`src/common/nvmpsc_regs.vh`:
```
`ifndef NVMPSC_REGS_VH
`define NVMPSC_REGS_VH
// Register byte offsets on the AHB-Lite slave.
`define NVMPSC_OFS_PROT      6'h00
`define NVMPSC_OFS_STAT      6'h04
`define NVMPSC_OFS_CMD       6'h08
`define NVMPSC_OFS_DIV       6'h0C
`define NVMPSC_OFS_IRQ_STAT  6'h10
`define NVMPSC_OFS_IRQ_CLR   6'h14
`define NVMPSC_OFS_IRQ_EN    6'h18
`define NVMPSC_OFS_ADDR      6'h1C
// Protection register fields.
`define NVMPSC_EESEL_HI      7
`define NVMPSC_EESEL_LO      6
`define NVMPSC_ARRSEL_HI     5
`define NVMPSC_ARRSEL_LO     0
`define NVMPSC_EESEL_NONE    2'h3
`define NVMPSC_ARRSEL_NONE   6'h3F
`define NVMPSC_ARRSEL_FULL   6'h18
`define NVMPSC_EE_TOP        16'h17FF
`define NVMPSC_EE_LO2        16'h17F0
`define NVMPSC_EE_LO1        16'h17E0
`define NVMPSC_EE_LO0        16'h17C0
`define NVMPSC_FL_STEP       17'h0_0600
`define NVMPSC_FL_END        17'h1_0000
// Status register bit positions.
`define NVMPSC_ST_CBE        7
`define NVMPSC_ST_CCF        6
`define NVMPSC_ST_PV         5
`define NVMPSC_ST_AE         4
`define NVMPSC_ST_BLANK      2
// Interrupt status bit positions.
`define NVMPSC_IRQ_CCF       0
`define NVMPSC_IRQ_PV        1
`define NVMPSC_IRQ_AE        2
// Command codes.
`define NVMPSC_CMD_BLANK     8'h05
`define NVMPSC_CMD_BYTE      8'h20
`define NVMPSC_CMD_BURST     8'h25
`define NVMPSC_CMD_SECT      8'h40
`define NVMPSC_CMD_MASS      8'h41
`define NVMPSC_CMD_ABORT     8'h47
// AHB transfer type bit that marks an active transfer.
`define NVMPSC_HTRANS_ACT    1
`endif

```
`src/hdl/nvmpsc_core.v`:
```
// Implementation choices: the address map and register access over AHB-Lite.
`timescale 1ns/1ns
`include "nvmpsc_regs.vh"

// Overview of operation
// Bits 7:6 pick the protected top EEPROM region; value 3 protects nothing.
// Bits 5:0 pick protected top Flash; each step adds 1.5K, 0x18 and below all.
// Writing one to buffer-empty launches a command and clears the flag.
// Only burst programs are buffered; buffer-empty low while the buffer is full.
// Complete flag set when idle and empty, cleared on launch, writes ignored.
// Program or erase to a protected place sets violation, is dropped; write one clears.
// Any break of the command write sequence sets access error and drops the command.
// Program or erase before the divider was ever written is an access error.
// Entering stop while a command runs is an access error.
// Writing one clears access error; writing zero does nothing.
// Blank flag set when a blank check finds all erased; cleared on a valid launch.
// Six command codes are accepted; byte and burst program differ in low bits.
// Any other command code raises access error.
// Software need not blank check after mass erase, only to unlock security.
// Protection register loads from its stored copy during reset.
// Writes that shrink the protected region are ignored.
// Mass erase is refused while any sector is protected.
// Undefined status bits read zero and ignore writes.
module nvmpsc_core (
    input  wire        clk,
    input  wire        srst,
    input  wire        hsel,
    input  wire [31:0] haddr,
    input  wire [1:0]  htrans,
    input  wire        hwrite,
    input  wire [2:0]  hsize,
    input  wire [31:0] hwdata,
    input  wire        hready,
    output wire        hreadyout,
    output wire        hresp,
    output reg  [31:0] hrdata,
    input  wire [7:0]  stored_protection_copy,
    input  wire        stop_entry,
    output reg         arr_start,
    output reg         arr_abort,
    output reg  [7:0]  arr_cmd,
    output reg  [15:0] arr_addr,
    input  wire        arr_done,
    input  wire        arr_blank,
    output wire        irq
);

    // Start of the lowest protected Flash byte; one bit wider than an address to hold "none".
    function [16:0] fl_lo;
        input [5:0] sel;
        begin
            if (sel <= `NVMPSC_ARRSEL_FULL) begin
                fl_lo = 17'h0_0000;
            end else begin
                fl_lo = `NVMPSC_FL_END - (`NVMPSC_FL_STEP * {11'h000, `NVMPSC_ARRSEL_NONE - sel});
            end
        end
    endfunction

    // Start of the lowest protected EEPROM byte; 0x1_0000 means nothing.
    function [16:0] ee_lo;
        input [1:0] sel;
        begin
            case (sel)
                2'h0:    ee_lo = {1'b0, `NVMPSC_EE_LO0};
                2'h1:    ee_lo = {1'b0, `NVMPSC_EE_LO1};
                2'h2:    ee_lo = {1'b0, `NVMPSC_EE_LO2};
                default: ee_lo = `NVMPSC_FL_END;
            endcase
        end
    endfunction

    reg  [7:0]  prot_q;
    reg  [7:0]  cmd_q;
    reg  [15:0] addr_q;
    reg  [7:0]  div_q;
    reg         div_wr_q;
    reg  [1:0]  seq_q;
    reg         cbe_q;
    reg         ccf_q;
    reg         pv_q;
    reg         ae_q;
    reg         blank_q;
    reg         active_q;
    reg  [7:0]  act_cmd_q;
    reg         buf_valid_q;
    reg  [15:0] buf_addr_q;
    reg  [2:0]  irq_stat_q;
    reg  [2:0]  irq_en_q;
    reg         ccf_prev_q;
    reg         wr_pend_q;
    reg  [5:0]  wr_ofs_q;

    // Command write sequence states; a launch is only legal from the last one.
    localparam [1:0] SEQ_IDLE = 2'h0;
    localparam [1:0] SEQ_ADDR = 2'h1;
    localparam [1:0] SEQ_CMD  = 2'h2;

    wire        addr_act = hsel & hready & htrans[`NVMPSC_HTRANS_ACT];
    wire        wr_stat  = wr_pend_q & (wr_ofs_q == `NVMPSC_OFS_STAT);
    wire        wr_cmd   = wr_pend_q & (wr_ofs_q == `NVMPSC_OFS_CMD);
    wire        wr_addr  = wr_pend_q & (wr_ofs_q == `NVMPSC_OFS_ADDR);
    wire        wr_prot  = wr_pend_q & (wr_ofs_q == `NVMPSC_OFS_PROT);
    wire        wr_div   = wr_pend_q & (wr_ofs_q == `NVMPSC_OFS_DIV);
    wire        wr_iclr  = wr_pend_q & (wr_ofs_q == `NVMPSC_OFS_IRQ_CLR);
    wire        wr_ien   = wr_pend_q & (wr_ofs_q == `NVMPSC_OFS_IRQ_EN);
    wire [7:0]  wd       = hwdata[7:0];
    wire        launch   = wr_stat & wd[`NVMPSC_ST_CBE] & cbe_q;
    wire [1:0]  ee_sel   = prot_q[`NVMPSC_EESEL_HI:`NVMPSC_EESEL_LO];
    wire [5:0]  arr_sel  = prot_q[`NVMPSC_ARRSEL_HI:`NVMPSC_ARRSEL_LO];
    wire [16:0] tgt      = {1'b0, addr_q};

    // Command decode for the pending code and the launch decision.
    reg         legal;
    reg         is_pe;
    reg         prot_hit;
    reg         seq_err;
    reg         ae_evt;
    reg         pv_evt;
    reg         go;
    always @* begin
        legal = (wd == `NVMPSC_CMD_BLANK) | (wd == `NVMPSC_CMD_BYTE) |
                (wd == `NVMPSC_CMD_BURST) | (wd == `NVMPSC_CMD_SECT) |
                (wd == `NVMPSC_CMD_MASS)  | (wd == `NVMPSC_CMD_ABORT);
        is_pe = (cmd_q == `NVMPSC_CMD_BYTE) | (cmd_q == `NVMPSC_CMD_BURST) |
                (cmd_q == `NVMPSC_CMD_SECT) | (cmd_q == `NVMPSC_CMD_MASS);
        prot_hit = ((tgt >= ee_lo(ee_sel)) & (addr_q <= `NVMPSC_EE_TOP)) |
                   (tgt >= fl_lo(arr_sel));
        if (cmd_q == `NVMPSC_CMD_MASS) begin
            prot_hit = (ee_sel != `NVMPSC_EESEL_NONE) |
                       (arr_sel != `NVMPSC_ARRSEL_NONE);
        end
        // Address and command writes are only legal while the buffer has room.
        seq_err = ((wr_addr | wr_cmd) & ~cbe_q) |
                  (wr_cmd & (seq_q != SEQ_ADDR)) |
                  (launch & (seq_q != SEQ_CMD));
        ae_evt = seq_err | (wr_cmd & ~legal) | (stop_entry & active_q);
        if (launch & ~seq_err) begin
            if (is_pe & ~div_wr_q) begin
                ae_evt = 1'b1;
            end
            // While busy only a burst behind a burst, or an abort behind a sector erase, may launch.
            if (active_q & ~((cmd_q == `NVMPSC_CMD_BURST) &
                             (act_cmd_q == `NVMPSC_CMD_BURST)) &
                ~((cmd_q == `NVMPSC_CMD_ABORT) & (act_cmd_q == `NVMPSC_CMD_SECT))) begin
                ae_evt = 1'b1;
            end
        end
        pv_evt = launch & ~ae_evt & is_pe & prot_hit;
        go = launch & ~ae_evt & ~pv_evt;
    end

    // AHB-Lite slave: zero wait states, always OKAY, unmapped reads zero.
    assign hreadyout = 1'b1;
    assign hresp     = 1'b0;
    always @(posedge clk) begin
        if (srst) begin
            wr_pend_q <= 1'b0;
            wr_ofs_q  <= 6'h00;
            hrdata    <= 32'h0000_0000;
        end else begin
            wr_pend_q <= addr_act & hwrite & (haddr[31:6] == 26'h000_0000);
            wr_ofs_q  <= haddr[5:0];
            hrdata    <= 32'h0000_0000;
            if (addr_act & ~hwrite & (haddr[31:6] == 26'h000_0000)) begin
                case (haddr[5:0])
                    `NVMPSC_OFS_PROT:     hrdata[7:0] <= prot_q;
                    `NVMPSC_OFS_STAT:     hrdata[7:0] <= {cbe_q, ccf_q, pv_q, ae_q,
                                                          1'b0, blank_q, 2'h0};
                    `NVMPSC_OFS_CMD:      hrdata[7:0] <= cmd_q;
                    `NVMPSC_OFS_DIV:      hrdata[7:0] <= div_q;
                    `NVMPSC_OFS_IRQ_STAT: hrdata[2:0] <= irq_stat_q;
                    `NVMPSC_OFS_IRQ_EN:   hrdata[2:0] <= irq_en_q;
                    `NVMPSC_OFS_ADDR:     hrdata[15:0] <= addr_q;
                    default:              hrdata <= 32'h0000_0000;
                endcase
            end
        end
    end

    // Software-owned registers and the command write sequence.
    always @(posedge clk) begin
        if (srst) begin
            prot_q   <= stored_protection_copy;
            cmd_q    <= 8'h00;
            addr_q   <= 16'h0000;
            div_q    <= 8'h00;
            div_wr_q <= 1'b0;
            seq_q    <= SEQ_IDLE;
            irq_en_q <= 3'h0;
        end else begin
            // Smaller codes mean larger regions, so each field may only go down.
            if (wr_prot & (wd[7:6] <= ee_sel) & (wd[5:0] <= arr_sel)) begin
                prot_q <= wd;
            end
            if (wr_div) begin
                div_q    <= wd;
                div_wr_q <= 1'b1;
            end
            if (wr_ien) begin
                irq_en_q <= wd[2:0];
            end
            if (ae_evt | launch) begin
                seq_q <= SEQ_IDLE;
            end else if (wr_addr) begin
                addr_q <= hwdata[15:0];
                seq_q  <= SEQ_ADDR;
            end else if (wr_cmd) begin
                cmd_q <= wd;
                seq_q <= SEQ_CMD;
            end
        end
    end

    // Status flags; a hardware set wins over a write-one clear in the same cycle, but a launch clears complete.
    always @(posedge clk) begin
        if (srst) begin
            cbe_q   <= 1'b1;
            ccf_q   <= 1'b1;
            pv_q    <= 1'b0;
            ae_q    <= 1'b0;
            blank_q <= 1'b0;
        end else begin
            if (launch) begin
                cbe_q <= 1'b0;
            end else if (~cbe_q & ~buf_valid_q) begin
                cbe_q <= 1'b1;
            end
            if (launch) begin
                ccf_q <= 1'b0;
            end else begin
                ccf_q <= cbe_q & ~active_q & ~buf_valid_q;
            end
            if (pv_evt) begin
                pv_q <= 1'b1;
            end else if (wr_stat & wd[`NVMPSC_ST_PV]) begin
                pv_q <= 1'b0;
            end
            if (ae_evt) begin
                ae_q <= 1'b1;
            end else if (wr_stat & wd[`NVMPSC_ST_AE]) begin
                ae_q <= 1'b0;
            end
            if (arr_done & active_q & (act_cmd_q == `NVMPSC_CMD_BLANK)) begin
                blank_q <= arr_blank;
            end else if (go) begin
                blank_q <= 1'b0;
            end
        end
    end

    // Array sequencer with a one-deep buffer for burst programs.
    always @(posedge clk) begin
        if (srst) begin
            active_q    <= 1'b0;
            act_cmd_q   <= 8'h00;
            buf_valid_q <= 1'b0;
            buf_addr_q  <= 16'h0000;
            arr_start   <= 1'b0;
            arr_abort   <= 1'b0;
            arr_cmd     <= 8'h00;
            arr_addr    <= 16'h0000;
        end else begin
            arr_start <= 1'b0;
            arr_abort <= 1'b0;
            if (arr_done & active_q) begin
                if (buf_valid_q) begin
                    arr_start   <= 1'b1;
                    arr_addr    <= buf_addr_q;
                    buf_valid_q <= 1'b0;
                end else begin
                    active_q <= 1'b0;
                end
            end
            if (go & active_q & (cmd_q == `NVMPSC_CMD_ABORT)) begin
                arr_abort <= 1'b1;
            end else if (go & active_q) begin
                buf_valid_q <= 1'b1;
                buf_addr_q  <= addr_q;
            end else if (go) begin
                active_q  <= 1'b1;
                act_cmd_q <= cmd_q;
                arr_start <= 1'b1;
                arr_cmd   <= cmd_q;
                arr_addr  <= addr_q;
            end
        end
    end

    // Interrupts: sticky events, write-one-to-clear, set beats clear.
    wire [2:0] irq_evt = {ae_evt, pv_evt, ccf_q & ~ccf_prev_q};
    always @(posedge clk) begin
        if (srst) begin
            irq_stat_q <= 3'h0;
            ccf_prev_q <= 1'b1;
        end else begin
            ccf_prev_q <= ccf_q;
            irq_stat_q <= irq_evt | (irq_stat_q & ~(wr_iclr ? wd[2:0] : 3'h0));
        end
    end
    assign irq = |(irq_stat_q & irq_en_q);

endmodule

```
`config.mk`:
```
export PLATFORM = sky130hd
export DESIGN_NAME = nvmpsc_core
export DESIGN_NICKNAME = d
export VERILOG_FILES = /design/src/hdl/nvmpsc_core.v
export VERILOG_INCLUDE_DIRS = /design/src /design/src/common
export SDC_FILE = /design/constraint.sdc
export NUM_CORES = 1
export LEC_CHECK = 0
export ABC_AREA = 0
export BUFFER_PORTS_ARGS = -buffer_cell sky130_fd_sc_hd__buf_4
export CORE_MARGIN = 1
export CORE_UTILIZATION = 35
export DETAILED_ROUTE_END_ITERATION = 10
export SYNTH_ARGS = -nofsm -noshare
export SYNTH_HDL_FRONTEND = slang
export SYNTH_SLANG_ARGS = --single-unit
export TNS_END_PERCENT = 30
```
`constraint.sdc`:
```
create_clock -name clk -period 4.2 [get_ports clk]
set_input_delay 0.63 -clock clk [delete_from_list [all_inputs] [get_ports clk]]
set_output_delay 0.63 -clock clk [all_outputs]
set_load 0.05 [all_outputs]
```
Word level (Yosys, flattened, before mapping). Index checks and enable logic that the tools add are counted. Widths: inputs -> output; s select.

Multipliers: 1. Reduce and logical (&&, ||, !) cells: 19. Add/sub/neg operators: 2. Bitwise logic cells: 81. Eq/ne operators: 32. $lt $le $gt $ge: 6. Mux-type cells: 41.

Operator list (number): $mux 16 (5); $eq 8x7->1 const B (7); $pmux 17 s3 (1); $and 1x1->1 (43); $eq 8x6->1 const B (5); $eq 6x5->1 const B (6); $ge 16x17->1 (2); $mux 1 (29); $logic_not 26->1 (1); $pmux 5 s5 (1); $eq 6x4->1 const B (4); $pmux 3 s7 (1); $not 1->1 (18); $mux 17 (1); $sub 17x17->17 const A (1); $eq 8x3->1 const B (2); $le 16x13->1 const B (1); $mux 8 (2); $or 1x1->1 (16); $eq 6x3->1 const B (2); $logic_not 6->1 (2); $reduce_bool 2->1 (6); $reduce_or 3->1 (3); $mul 2x6->8 const A (1); 17 further kinds (22).

Flip-flop bits (word level): 138. Output and inout bits: 61.

Logic depth before layout (Yosys ltp). Gate-level depths: netlist of the first run.

Word-level depth: 23. Gate-level depth with buffers: 20. Depth with buffers taken out: 18.

Least setup slack after synthesis of the first run. Ideal clock, no wire load.

Path kind: reg2reg. From: register prot_q[0]. To: register arr_addr[10]. Buffers on the path: 2. Clock period less this slack: 3.808 ns. Setup time: 0.081 ns. Stages on the path, launching flop included: 21. Arrival: 3.726 ns. Path slack: 0.392 ns. Path through: edfxtp_1 > inv_1 > ha_1 > inv_1 > fa_1 > nand2b_1 > a21oi_1 > xor2_1 > nor3_1 > xnor2_1 > xnor2_1 > nand2_1 > ha_1 > and3_1 > a221oi_1 > a31o_2 > a22o_4 > buf_8 > nand2_8 > buf_12 > a211oi_2.

Word-level cells in the longest chain between the ends: 13. Elaborated cells between the ends (all ways): 18. Classes of those cells: add/sub: 2; mul: 1; order compare: 2; eq/ne: 1; mux: 5; bitwise: 7.

Ends and longest elaborated chain: start, declared (RTL line nvmpsc_core.v:73) `reg [7:0] prot_q;`; start signal, assigned (RTL line nvmpsc_core.v:184) `prot_q <= stored_protection_copy;`; start signal, assigned (RTL line nvmpsc_core.v:194) `prot_q <= wd;`; $sub 6x6->6 (no source line); $mul 2x6->8 (no source line); $sub 17x17->17 (no source line); $mux 17 (RTL line nvmpsc_core.v:52) `` if (sel <= `NVMPSC_ARRSEL_FULL) begin ``; $ge 16x17->1 (RTL line nvmpsc_core.v:128) `(tgt >= fl_lo(arr_sel));`; $or 1x1->1 (RTL line nvmpsc_core.v:127) `` prot_hit = ((tgt >= ee_lo(ee_sel)) & (addr_q <= `NVMPSC_EE_TOP)) | ``; $mux 1 * (RTL line nvmpsc_core.v:129) `` if (cmd_q == `NVMPSC_CMD_MASS) begin ``; $and 1x1->1 * (RTL line nvmpsc_core.v:149) `pv_evt = launch & ~ae_evt & is_pe & prot_hit;`; $not 1->1 * (RTL line nvmpsc_core.v:150) `go = launch & ~ae_evt & ~pv_evt;`; $and 1x1->1 * (RTL line nvmpsc_core.v:150); $mux 16 or $and 1x1->1 (tied branches) (RTL line nvmpsc_core.v:280, nvmpsc_core.v:275, nvmpsc_core.v:277); $mux 16 or $and 1x1->1 (tied branches) (RTL line nvmpsc_core.v:277, nvmpsc_core.v:275); $mux 16 * (RTL line nvmpsc_core.v:275) `` if (go & active_q & (cmd_q == `NVMPSC_CMD_ABORT)) begin ``; end signal, assigned (RTL line nvmpsc_core.v:269) `arr_addr <= buf_addr_q;`; end signal, assigned (RTL line nvmpsc_core.v:285) `arr_addr <= addr_q;`; end, declared (RTL line nvmpsc_core.v:42) `output reg [15:0] arr_addr,`.

Mark *: on every way between the ends. The rest lies on a longest branch, timed or not. A chain may end at the register's enable or synchronous reset.

Worst setup path in the final report of the first run.
From: register prot_q[1]. To: register buf_addr_q[13].

Word-level cells in the longest chain between the ends: 14. Elaborated cells between the ends (all ways): 17. Classes of those cells: add/sub: 2; mul: 1; order compare: 2; eq/ne: 1; mux: 2; bitwise: 8; reduce/logical: 1.

Ends and longest elaborated chain: $sub 6x6->6 (no source line); $mul 2x6->8 (no source line); $sub 17x17->17 (no source line); $mux 17 (RTL line nvmpsc_core.v:52); $ge 16x17->1 (RTL line nvmpsc_core.v:128); $or 1x1->1 (RTL line nvmpsc_core.v:127); $mux 1 * (RTL line nvmpsc_core.v:129); $and 1x1->1 * (RTL line nvmpsc_core.v:149); $not 1->1 * (RTL line nvmpsc_core.v:150); $and 1x1->1 * (RTL line nvmpsc_core.v:150); $and 1x1->1 * (RTL line nvmpsc_core.v:275, nvmpsc_core.v:277); $and 1x1->1 (RTL line nvmpsc_core.v:275); $not 1->1 (no source line); $reduce_and 2->1 (no source line) *; end signal, assigned (RTL line nvmpsc_core.v:279) `buf_addr_q <= addr_q;`; end, declared (RTL line nvmpsc_core.v:87) `reg [15:0] buf_addr_q;`.

Marked as above.

==> results of run 1 <==
==> metal layers <==
metal / wire length (microns) / vias to the layer above
met3: 961 / 21
met5: 0 / -
met2: 8870 / 166
li1: - / 2858
met1: 8830 / 2756
met4: 287 / 0
==> path summary, 6_finish.rpt <==
kind | end | slack (ns) | from
setup / recovery | buf_addr_q[13]$_SDFFE_PP0P_ | 0.23 | prot_q[1]$_DFFE_PP_
hold / removal | wr_pend_q$_SDFF_PP0_ | 0.42 | hwrite
setup reg to reg | buf_addr_q[13]$_SDFFE_PP0P_ | 0.23 | prot_q[1]$_DFFE_PP_
hold reg to reg | div_wr_q$_SDFFE_PP0P_ | 0.44 | div_wr_q$_SDFFE_PP0P_
==> layout make-up <==
class                   instances  share of cell area [%]
inverters                      21                   0.945
repair buffers                133                    12.1
clock buffers                  24                    5.78
multi-input cells             544                    46.1
flip-flops and latches        122                    30.2
well taps                     234                    3.51
clock inverters                 8                    1.40
==> worst reg2reg max path, delay by kind of cell (launching register included) <==
kind            cells  cell delay, ns
buf+inv             3            0.33
simple gates        4            0.48
flops               1            0.38
xor+xnor            3            0.54
compound gates      6            1.25
fa+ha+maj           3            0.82
==> flip-flops by register name, indices dropped and copies added (netlist names), 2 cells and up <==
signal / flops
act_cmd_q: 8
seq_q: 2
irq_stat_q: 3
prot_q: 8
irq_en_q: 3
addr_q: 16
arr_addr: 16
wr_ofs_q: 6
div_q: 8
hrdata: 16
buf_addr_q: 16
cmd_q: 8
==> layout by cell type (no fill, tap or decap), types with 15 or more instances in the layout <==
| cell | instances |
|---|---|
| buf_4 | 131 |
| dfxtp_1 | 114 |
| nor2_1 | 71 |
| a21oi_1 | 54 |
| mux2i_1 | 48 |
| ha_1 | 35 |
| nand2_1 | 33 |
| nand3_1 | 26 |
| o21ai_0 | 24 |
| nand4_1 | 23 |
| nor3_1 | 22 |
| inv_1 | 20 |
| o31ai_1 | 18 |
| conb_1 | 18 |
| clkbuf_16 | 17 |
| a211oi_2 | 15 |
==> cell families after synthesis <==
kind of cell,after synthesis
buffers and inverters,82
adders and majority gates,37
muxes,60
other,2
AOI/OAI and AO/OA,157
and+or+nand+nor,261
DFF,122
xor gates and xnor gates,8
==> where the power goes <==
part	internal (mW)	total [mW]	switching, mW
Sequential	1.18	1.19	0.0109
Clock	0.976	1.50	0.522
Combinational	0.172	0.396	0.224
==> what timing repair did <==
action | in CTS | in global routing
cloned | 1 | 2
pin swaps | 1 | 6
setup endpoints to repair | 35 | 37
resized for setup | 2 | 7
buffers inserted | 0 | 7
==> key figures, run 1 <==
Final layout
  – Fin area: 8340 sq um
  – Nets@finish: 961
  – Fill cells: 1830
  – Final Non-Filler Cells: 1086
  – Seq. cell area: 2520 sq um
  – Fraction of layout cells with a size suffix above 1: 25.0%
  – Final core utilization: 44.6%
  – Area of the multi-input gates: 3840 sq um
  – Ant. Diodes: 0
  – Area growth syn-to-layout: 24.7%

Floorplanning
  – Die X: 140 microns
  – Io pins: 146
  – Die area: 19700 sq um
  – Site Rows: 50
  – Area of the core: 18700 sq um
  – Initial Utilization: 35.8%
  – Die height: 140 microns

Flow run
  – MaxCap Viol Count: 0

Power and ir drop
  – Peak VDD IR: 0.000289 V
  – P per Cell Area: 370 nW/um^2
  – Leakage: 3.47 nW
  – Power consumption: 3.09 mW

Placement
  – Post-Place Cells: 1044
  – Port-buffer cells: 107
  – Post-detail-place hpwl: 12700 microns
  – Place WS: -0.0705 ns
  – GP Congestion: 0.807
  – DP Area: 7620 sq um

Worst setup path
  – CP Cell Sequence: inv_1 -> ha_2 -> inv_1 -> fa_2 -> nand2b_1 -> a21oi_2 -> xor2_1 -> nor3_2 -> xnor2_1 -> xnor2_1 -> nand2_1 -> ha_1 -> and3_1 -> a221oi_1 -> a31o_2 -> buf_4 -> a22oi_2 -> o31ai_1 -> a21oi_1
  – CP max stage cell: edfxtp_1
  – CP Depth: 19
  – WP data arrival: 4.22 ns
  – CP max FO: 10
  – Max stage delay on crit path: 0.38 ns
  – Worst Path Required: 4.45 ns
  – CP Launch Type: flop
  – Critical Path Sink Type: flop
  – WP buf/inv: 3
  – Delay-heaviest family, CP: compound AO/OA/AOI/OAI gates
  – R2R depth: 19
  – CP Class: flop to flop

STA
  – Setup violators final: 0
  – Tcrit/Tclk final: 94.5%
  – Tightest Pin Transition: 1.17 ns
  – Fin. max-slew vios: 0
  – Relative slew slack: 22.3%
  – Clk_skew: 0.00884 ns
  – Final min period: 3.97 ns
  – RSZ-0062 raised after global routing: yes
  – Final hold vios: 0
  – Setup TNS: 0 ns
  – Worst hold slack: 0.418 ns
  – Max Clock Freq: 252 MHz
  – Slack of the critical path: 0.232 ns

Synth
  – Synth area leader: dfxtp_1
  – Mapped Cells: 729
  – Count leader, synth: dfxtp_1
  – Area contributors post-synth: dfxtp_1 34%, mux2i_1 7.2%, ha_1 6.7%
  – Post-synth design cell area: 6690 sq um
  – Largest family of logic cells by synthesized area: simple AND/OR/NAND/NOR gates
  – Yosys cell types: 74
  – Simple-gate portion of the synthesized area: 20.9%
  – Multiplexer share of the synthesized area: 10.0%
  – Syn. warnings: 0
  – Post-synth EDFFs: 8
  – Yosys top cell area share: 34.1%
  – Synth Flop Type: dfxtp_1
  – Top cells by count, synth: 114 x dfxtp_1, 71 x nor2_1, 55 x a21oi_1, 48 x mux2i_1, 36 x ha_1
  – Seq/Total Area, Yosys: 37.7%
  – Adder-cell area share of the yosys netlist: 7.03%
  – Ys async rst share: 0%
  – Post-Synth XOR/XNOR Area: 1.05%
  – Yosys reg bits: 122
  – Synth Area in Compound Gates: 16.5%
  – Syn avg cell area: 9.18 sq um

Worst hold path
  – Hold crit path type: input port to flop
  – WHS Path Cells: 2

Global route
  – Largest net degree at the start of global routing: 99
  – Gr busiest metal: met2
  – Initial antenna violation count: 0
  – GR Layer Usage met2: 31.1%
  – Global route overflow: 0
  – Grt met1 use: 25.5%
  – Vias in the first global route: 5344
  – Met3 Track Usage GR: 4.17%
  – Total GRT Usage: 19.3%
  – First-pass GRT wire length: 29100 microns

CTS
  – Clock sink total: 122
  – Root Buffer: clkbuf_16
  – TritonCTS Buffers: 17
  – Clock Latency Late Sink: 0.42 ns
  – H-tree depth: 4
  – Clk pin slew, worst setup/hold paths: 0.05 ns
  – Clock Tree Buf Depth: 2
  – TritonCTS clock tree: built
  – Post-CTS Hold Buffers: 0

Routing
  – Post-detailed-route wirelength per cell: 17.5 microns
  – DR vias/cell: 5.34
  – Drt total wl: 19000 microns
  – Routed Antenna Nets: 0
  – DR pass1 iterations: 5
  – DR vias: 5801
  – DRT iter0 DRCs: 383
  – Number of remaining DRC errors: 0

Status
  – Run status: finished, final reports clean
Note: power is estimated with default switching activity, not from simulation.
==> run 2, diff against run 1 <==
==> constraint.sdc (replaced) <==
create_clock -name clk -period 4.2 [get_ports clk]
set_input_delay 0.21 -clock clk [delete_from_list [all_inputs] [get_ports clk]]
set_output_delay 0.21 -clock clk [all_outputs]
set_load 0.05 [all_outputs]
==> key figures, run 2 (same netlist as run 1, synthesis figures left out) <==
Placement
  – DP Area: 7630 sq um (about the same)
  – Post-detail-place hpwl: 12700 microns (-0.35%)
  – GP Congestion: 0.786 (-2.7%)
  – Port-buffer cells: 107 (unchanged)

Final layout
  – Nets@finish: 960 (-0.10%)
  – Area growth syn-to-layout: 24.9%
  – Fraction of layout cells with a size suffix above 1: 25.2% (+0.18 points)
  – Final core utilization: 44.7% (+0.074 points)
  – Fin area: 8350 sq um (+0.17%)
  – Most frequent cells in the layout: 125 x buf_4, 114 x dfxtp_1, 71 x nor2_1, 52 x a21oi_1, 48 x mux2i_1
  – Ant. Diodes: 0 (unchanged)
  – Commonest non-fill, non-tap cell in the layout: buf_4

Routing
  – Post-detailed-route wirelength per cell: 17.6 microns (+0.58%)
  – DR pass1 iterations: 5 (unchanged)
  – Number of remaining DRC errors: 0 (unchanged)
  – Drt total wl: 19000 microns (+0.39%)
  – DRT iter0 DRCs: 451 (+18%)
  – DR vias/cell: 5.44 (+1.9%)
  – Routed Antenna Nets: 0 (unchanged)
  – DR vias: 5898 (+1.7%)

Worst hold path
  – Hold crit path type: input port to flop

Power and ir drop
  – Leakage: 3.45 nW (-0.50%)
  – Switching share of power: 25.5% (+1.0 points)
  – Peak VDD IR: 0.000274 V (-5.2%)
  – Internal power: 2.22 mW (-4.9%)
  – Combinational share of power: 13.5% (+0.7 points)
  – Clock power frac: 46.4% (-2.1 points)
  – Sequential share of power: 40.1% (+1.4 points)
  – P per Cell Area: 356 nW/um^2 (-3.8%)
  – Sw power: 0.760 mW (+0.41%)

Global route
  – Total GRT Usage: 19.5% (+0.17 points)
  – First-pass GRT wire length: 29700 microns (+2.2%)
  – Initial antenna violation count: 0 (unchanged)
  – Largest net degree at the start of global routing: 99 (unchanged)
  – Vias in the first global route: 5481 (+2.6%)
  – Global route overflow: 0 (unchanged)

Worst setup path
  – CP Class: flop to flop
  – WP data arrival: 4.28 ns (+0.06 ns)
  – Worst Path Required: 4.53 ns (+0.08 ns)
  – CP Launch Type: flop
  – CP max FO: 9 (-1)
  – Critical Path Sink Type: flop

Floorplanning
  – Die height: 140 microns (unchanged)
  – Area of the core: 18700 sq um (unchanged)
  – Site Rows: 50 (unchanged)
  – Die area: 19700 sq um (unchanged)
  – Die X: 140 microns (unchanged)
  – Io pins: 146 (unchanged)
  – Initial Utilization: 35.8% (unchanged)

STA
  – Setup TNS: 0 ns (unchanged)
  – Tcrit/Tclk final: 94.1% (-0.34 points)
  – Final min period: 3.95 ns (-0.0141 ns)
  – Setup violators final: 0 (unchanged)
  – Tightest Pin Transition: 1.18 ns (+0.0113 ns)
  – Max Clock Freq: 253 MHz (+0.36%)
  – Fin. max-slew vios: 0 (unchanged)
  – Relative slew slack: 21.5% (-0.76 points)
  – Final hold vios: 0 (unchanged)
  – Worst hold slack: 0.0221 ns (-0.396 ns)
  – Clk_skew: 0.00943 ns (+0.000595 ns)

CTS
  – TritonCTS clock tree: built
  – H-tree depth: 4 (unchanged)
  – Root Buffer: clkbuf_16
  – Clock Tree Buf Depth: 2 (unchanged)
  – Clk pin slew, worst setup/hold paths: 0.06 ns (about the same)
  – Clock Latency Late Sink: 0.42 ns (about the same)
  – Clock sink total: 122 (unchanged)
  – TritonCTS Buffers: 17 (unchanged)

Status
  – Run status: finished, final reports clean

Flow run
  – MaxCap Viol Count: 0 (unchanged)
-- run 2: final cells by class --
| cell class | count | area (sq um) |
|---|---|---|
| clock buffers | 25 | 527 |
| clock inverters | 6 | 35.0 |
| fillers | 1850 | 10400 |
| inverters | 21 | 78.8 |
| multi-input cells | 545 | 3870 |
| flip-flops and latches | 122 | 2520 |
| well taps | 234 | 293 |
| repair buffers | 131 | 1030 |
-- run 2: routing by layer --
metal  share of wire [%]  wire [microns]  track usage (%)
met4                 1.1             208             5.15
met1                  46            8680             26.1
met5                   0               0                0
met3                 5.8            1110             4.44
met2                  47            9030             31.4
-- run 2: timing repair --
item	CTS	global route
setup buffers	0	4
gates cloned	1	3
resized for setup	0	11
hold endpoints to repair	2	0
hold buffers	2	0
pin swaps	1	12
setup endpoints to repair	22	45
-- run 2: path summary, 6_finish.rpt --
| check | startpoint | end | slack, ns | cells after the start |
|---|---|---|---|---|
| max reg2reg | prot_q[0]$_DFFE_PP_ | buf_addr_q[3]$_SDFFE_PP0P_ | 0.25 | 20 |
| max | prot_q[0]$_DFFE_PP_ | buf_addr_q[3]$_SDFFE_PP0P_ | 0.25 | 20 |
| min | haddr[0] | wr_ofs_q[0]$_SDFF_PP0_ | 0.02 | 2 |
| min reg2reg | div_wr_q$_SDFFE_PP0P_ | div_wr_q$_SDFFE_PP0P_ | 0.45 | 2 |
-- run 2: critical path, stage by stage (launching register included) --
cell and delay, ns:
edfxtp_1 0.39, inv_2 0.09, ha_1 0.17, inv_1 0.06, fa_1 0.39, nand2b_1 0.17, a21oi_2 0.15, xor2_1 0.24
nor3_2 0.07, xnor2_1 0.17, xnor2_1 0.13, nand2_1 0.07, ha_1 0.31, and3_1 0.20, a221oi_2 0.22, a31o_2 0.25
buf_4 0.16, a22o_4 0.19, buf_12 0.14, nand4_1 0.09, a21oi_1 0.21
-- run 2: power groups by stage --
stage	clock network (mW)	logic [mW]	registers [mW]
2_1_floorplan	0	0.246	1.22
3_3_place_gp	0	0.371	1.22
3_5_place_dp	0	0.374	1.22
4_1_cts	1.40	0.380	1.19
6_report	1.38	0.401	1.19
5_1_grt	1.45	0.439	1.20
-- run 2: through the flow --
step | power, mW | setup WS, ns | instances
2_1_floorplan | 1.46 | 0.392 | 745
3_3_place_gp | 1.59 | 0.00499 | 1043
3_5_place_dp | 1.59 | -0.0262 | 1043
4_1_cts | 2.98 | 0.0295 | 1077
5_1_grt | 3.09 | -0.0331 | 1084
6_report | 2.98 | 0.247 | 1084
==> run 3, diff against run 2 <==
==> constraint.sdc (replaced) <==
create_clock -name clk -period 4.2 [get_ports clk]
set_input_delay 0.42 -clock clk [delete_from_list [all_inputs] [get_ports clk]]
set_output_delay 0.42 -clock clk [all_outputs]
set_load 0.05 [all_outputs]
==> key figures, run 3 (same netlist as run 1, synthesis figures left out) <==
Status
  – Run status: finished, final reports clean

Final layout
  – Commonest non-fill, non-tap cell in the layout: buf_4
  – Ant. Diodes: 0 (unchanged)
  – Fraction of layout cells with a size suffix above 1: 25.3% (+0.12 points)
  – Area growth syn-to-layout: 24.8% (about the same)
  – Fin area: 8350 sq um (about the same)
  – Most frequent cells in the layout: 128 x buf_4, 114 x dfxtp_1, 71 x nor2_1, 52 x a21oi_1, 48 x mux2i_1
  – Nets@finish: 960 (unchanged)

STA
  – Clk_skew: 0.00764 ns (-0.00179 ns)
  – Max Clock Freq: 252 MHz (-0.43%)
  – Tcrit/Tclk final: 94.5% (+0.41 points)
  – Final hold vios: 0 (unchanged)
  – Setup TNS: 0 ns (unchanged)
  – Fin. max-slew vios: 0 (unchanged)
  – Setup violators final: 0 (unchanged)
  – Final min period: 3.97 ns (+0.0172 ns)
  – Relative slew slack: 19.9% (-1.6 points)
  – Slack of the critical path: 0.229 ns (-0.0172 ns)
  – Worst hold slack: 0.223 ns (+0.201 ns)
  – Tightest Pin Transition: 1.20 ns (+0.0213 ns)

CTS
  – Post-CTS Hold Buffers: 0 (-2)
  – Clock Tree Buf Depth: 2 (unchanged)
  – H-tree depth: 4 (unchanged)
  – TritonCTS clock tree: built
  – TritonCTS Buffers: 17 (unchanged)
  – Root Buffer: clkbuf_16
  – Clk pin slew, worst setup/hold paths: 0.05 ns (about the same)
  – Clock Latency Late Sink: 0.42 ns (about the same)
  – Clock sink total: 122 (unchanged)

Power and ir drop
  – Power consumption: 2.99 mW (+0.62%)
  – Peak VDD IR: 0.000293 V (+7.0%)
  – Leakage: 3.45 nW (about the same)
  – P per Cell Area: 359 nW/um^2 (+0.71%)

Worst setup path
  – R2R depth: 18 (-10%)
  – CP Cell Sequence: inv_1 -> ha_1 -> a211oi_1 -> o21ba_2 -> nor2_1 -> nor3_2 -> xnor2_1 -> xnor2_1 -> nand2_1 -> ha_1 -> and3_1 -> a221oi_2 -> a31o_2 -> buf_4 -> a22o_4 -> buf_12 -> nand4_1 -> a21oi_2
  – CP Launch Point: prot_q[2]$_DFFE_PP_
  – CP max stage cell: edfxtp_1
  – CP Class: flop to flop
  – Max stage delay on crit path: 0.51 ns (+0.12 ns)
  – Critical Path Sink Type: flop
  – CP max FO: 9 (unchanged)
  – Worst Path Required: 4.54 ns (about the same)
  – CP Launch Type: flop
  – Setup crit end: buf_addr_q[6]$_SDFFE_PP0P_
  – Worst flop-to-flop path endpoint: buf_addr_q[6]$_SDFFE_PP0P_
  – Worst r2r src: prot_q[2]$_DFFE_PP_
  – WP data arrival: 4.31 ns (+0.03 ns)
  – Reg2Reg Setup Slack: 0.23 ns (-0.02 ns)

Global route
  – Total GRT Usage: 19.4% (-0.065 points)
  – Global route overflow: 0 (unchanged)
  – Vias in the first global route: 5369 (-2.0%)
  – First-pass GRT wire length: 29600 microns (-0.53%)
  – Initial antenna violation count: 0 (unchanged)
  – Largest net degree at the start of global routing: 98 (-1.0%)

Routing
  – DR vias/cell: 5.38 (-1.2%)
  – DR pass1 iterations: 5 (unchanged)
  – Drt total wl: 19000 microns (about the same)
  – Number of remaining DRC errors: 0 (unchanged)
  – DRT iter0 DRCs: 427 (-5.3%)
  – Post-detailed-route wirelength per cell: 17.6 microns (+0.46%)
  – DR vias: 5806 (-1.6%)
  – Routed Antenna Nets: 0 (unchanged)

Floorplanning
  – Initial Utilization: 35.8% (unchanged)
  – Die area: 19700 sq um (unchanged)
  – Die height: 140 microns (unchanged)
  – Die X: 140 microns (unchanged)
  – Io pins: 146 (unchanged)
  – Area of the core: 18700 sq um (unchanged)
  – Site Rows: 50 (unchanged)

Placement
  – GP Congestion: 0.798 (+1.6%)
  – Port-buffer cells: 107 (unchanged)
  – Place WS: -0.0915 ns (-0.0653 ns)
  – DP Area: 7630 sq um (unchanged)
  – Post-detail-place hpwl: 12800 microns (+1.1%)

Flow run
  – MaxCap Viol Count: 0 (unchanged)

Worst hold path
  – Hold crit path type: input port to flop
## run 3: changes by cell type in the layout (fill, tap and decap cells not counted), sizes merged
cell	change
clkinvlp	-2
dlygate4sd3	-2
clkinv	-3
bufinv	+1
buf	+2
## run 3: how the worst min path moves through the flow
stage                                startpoint                     end  slack (ns)  cells after the start
after global routing                   haddr[0]  wr_ofs_q[0]$_SDFF_PP0_        0.23                      2
final                                  haddr[5]  wr_ofs_q[5]$_SDFF_PP0_        0.22                      2
after detailed placement      ae_q$_SDFFE_PP0P_       ae_q$_SDFFE_PP0P_        0.45                      2
after floorplan           div_wr_q$_SDFFE_PP0P_   div_wr_q$_SDFFE_PP0P_        0.43                      2
after CTS                              haddr[5]  wr_ofs_q[5]$_SDFF_PP0_        0.21                      2
after global placement    div_wr_q$_SDFFE_PP0P_   div_wr_q$_SDFFE_PP0P_        0.44                      2
## run 3: metal layers
layer,routed length (microns),vias up,track usage (%)
met3,825,24,4.00
met4,335,0,6.13
met5,0,-,0
met2,8860,156,31.0
li1,-,2851,-
met1,9020,2775,26.2
## run 3: area by class of cell
type	count	area, sq um
well taps	234	293
clock buffers	25	527
multi-input cells	545	3880
clock inverters	2	35.0
repair buffers	131	1010
flip-flops and latches	122	2520
fillers	1843	10400
inverters	21	78.8
## run 3: where the power goes
group          total [mW]  switching [mW]  internal, mW
combinational       0.404           0.230         0.174
clock                1.39           0.486         0.908
sequential           1.20          0.0124          1.18
total                2.99           0.728          2.27
## run 3: metrics by stage
step	util, %	cells
after floorplan	-	745
after global placement	40.8	1043
after detailed placement	40.8	1043
after CTS	43.9	1071
after global routing	44.6	1080
final	44.6	1080
## run 3: worst max-delay path, delay by kind of cell, from the launching register on
kind / cells / cell delay, ns
AO/OA/AOI/OAI: 6 / 1.36
XOR/XNOR: 2 / 0.29
adder cells (fa/ha/maj): 2 / 0.59
buffers and inverters: 3 / 0.44
flip-flops: 1 / 0.51
AND/OR/NAND/NOR: 5 / 0.67
## run 3: timing repair
item,CTS,global route
endpoints found under the setup margin,24,44
setup buffers,0,6
pin swaps,2,11
gates resized for setup,1,12
gates cloned,1,3
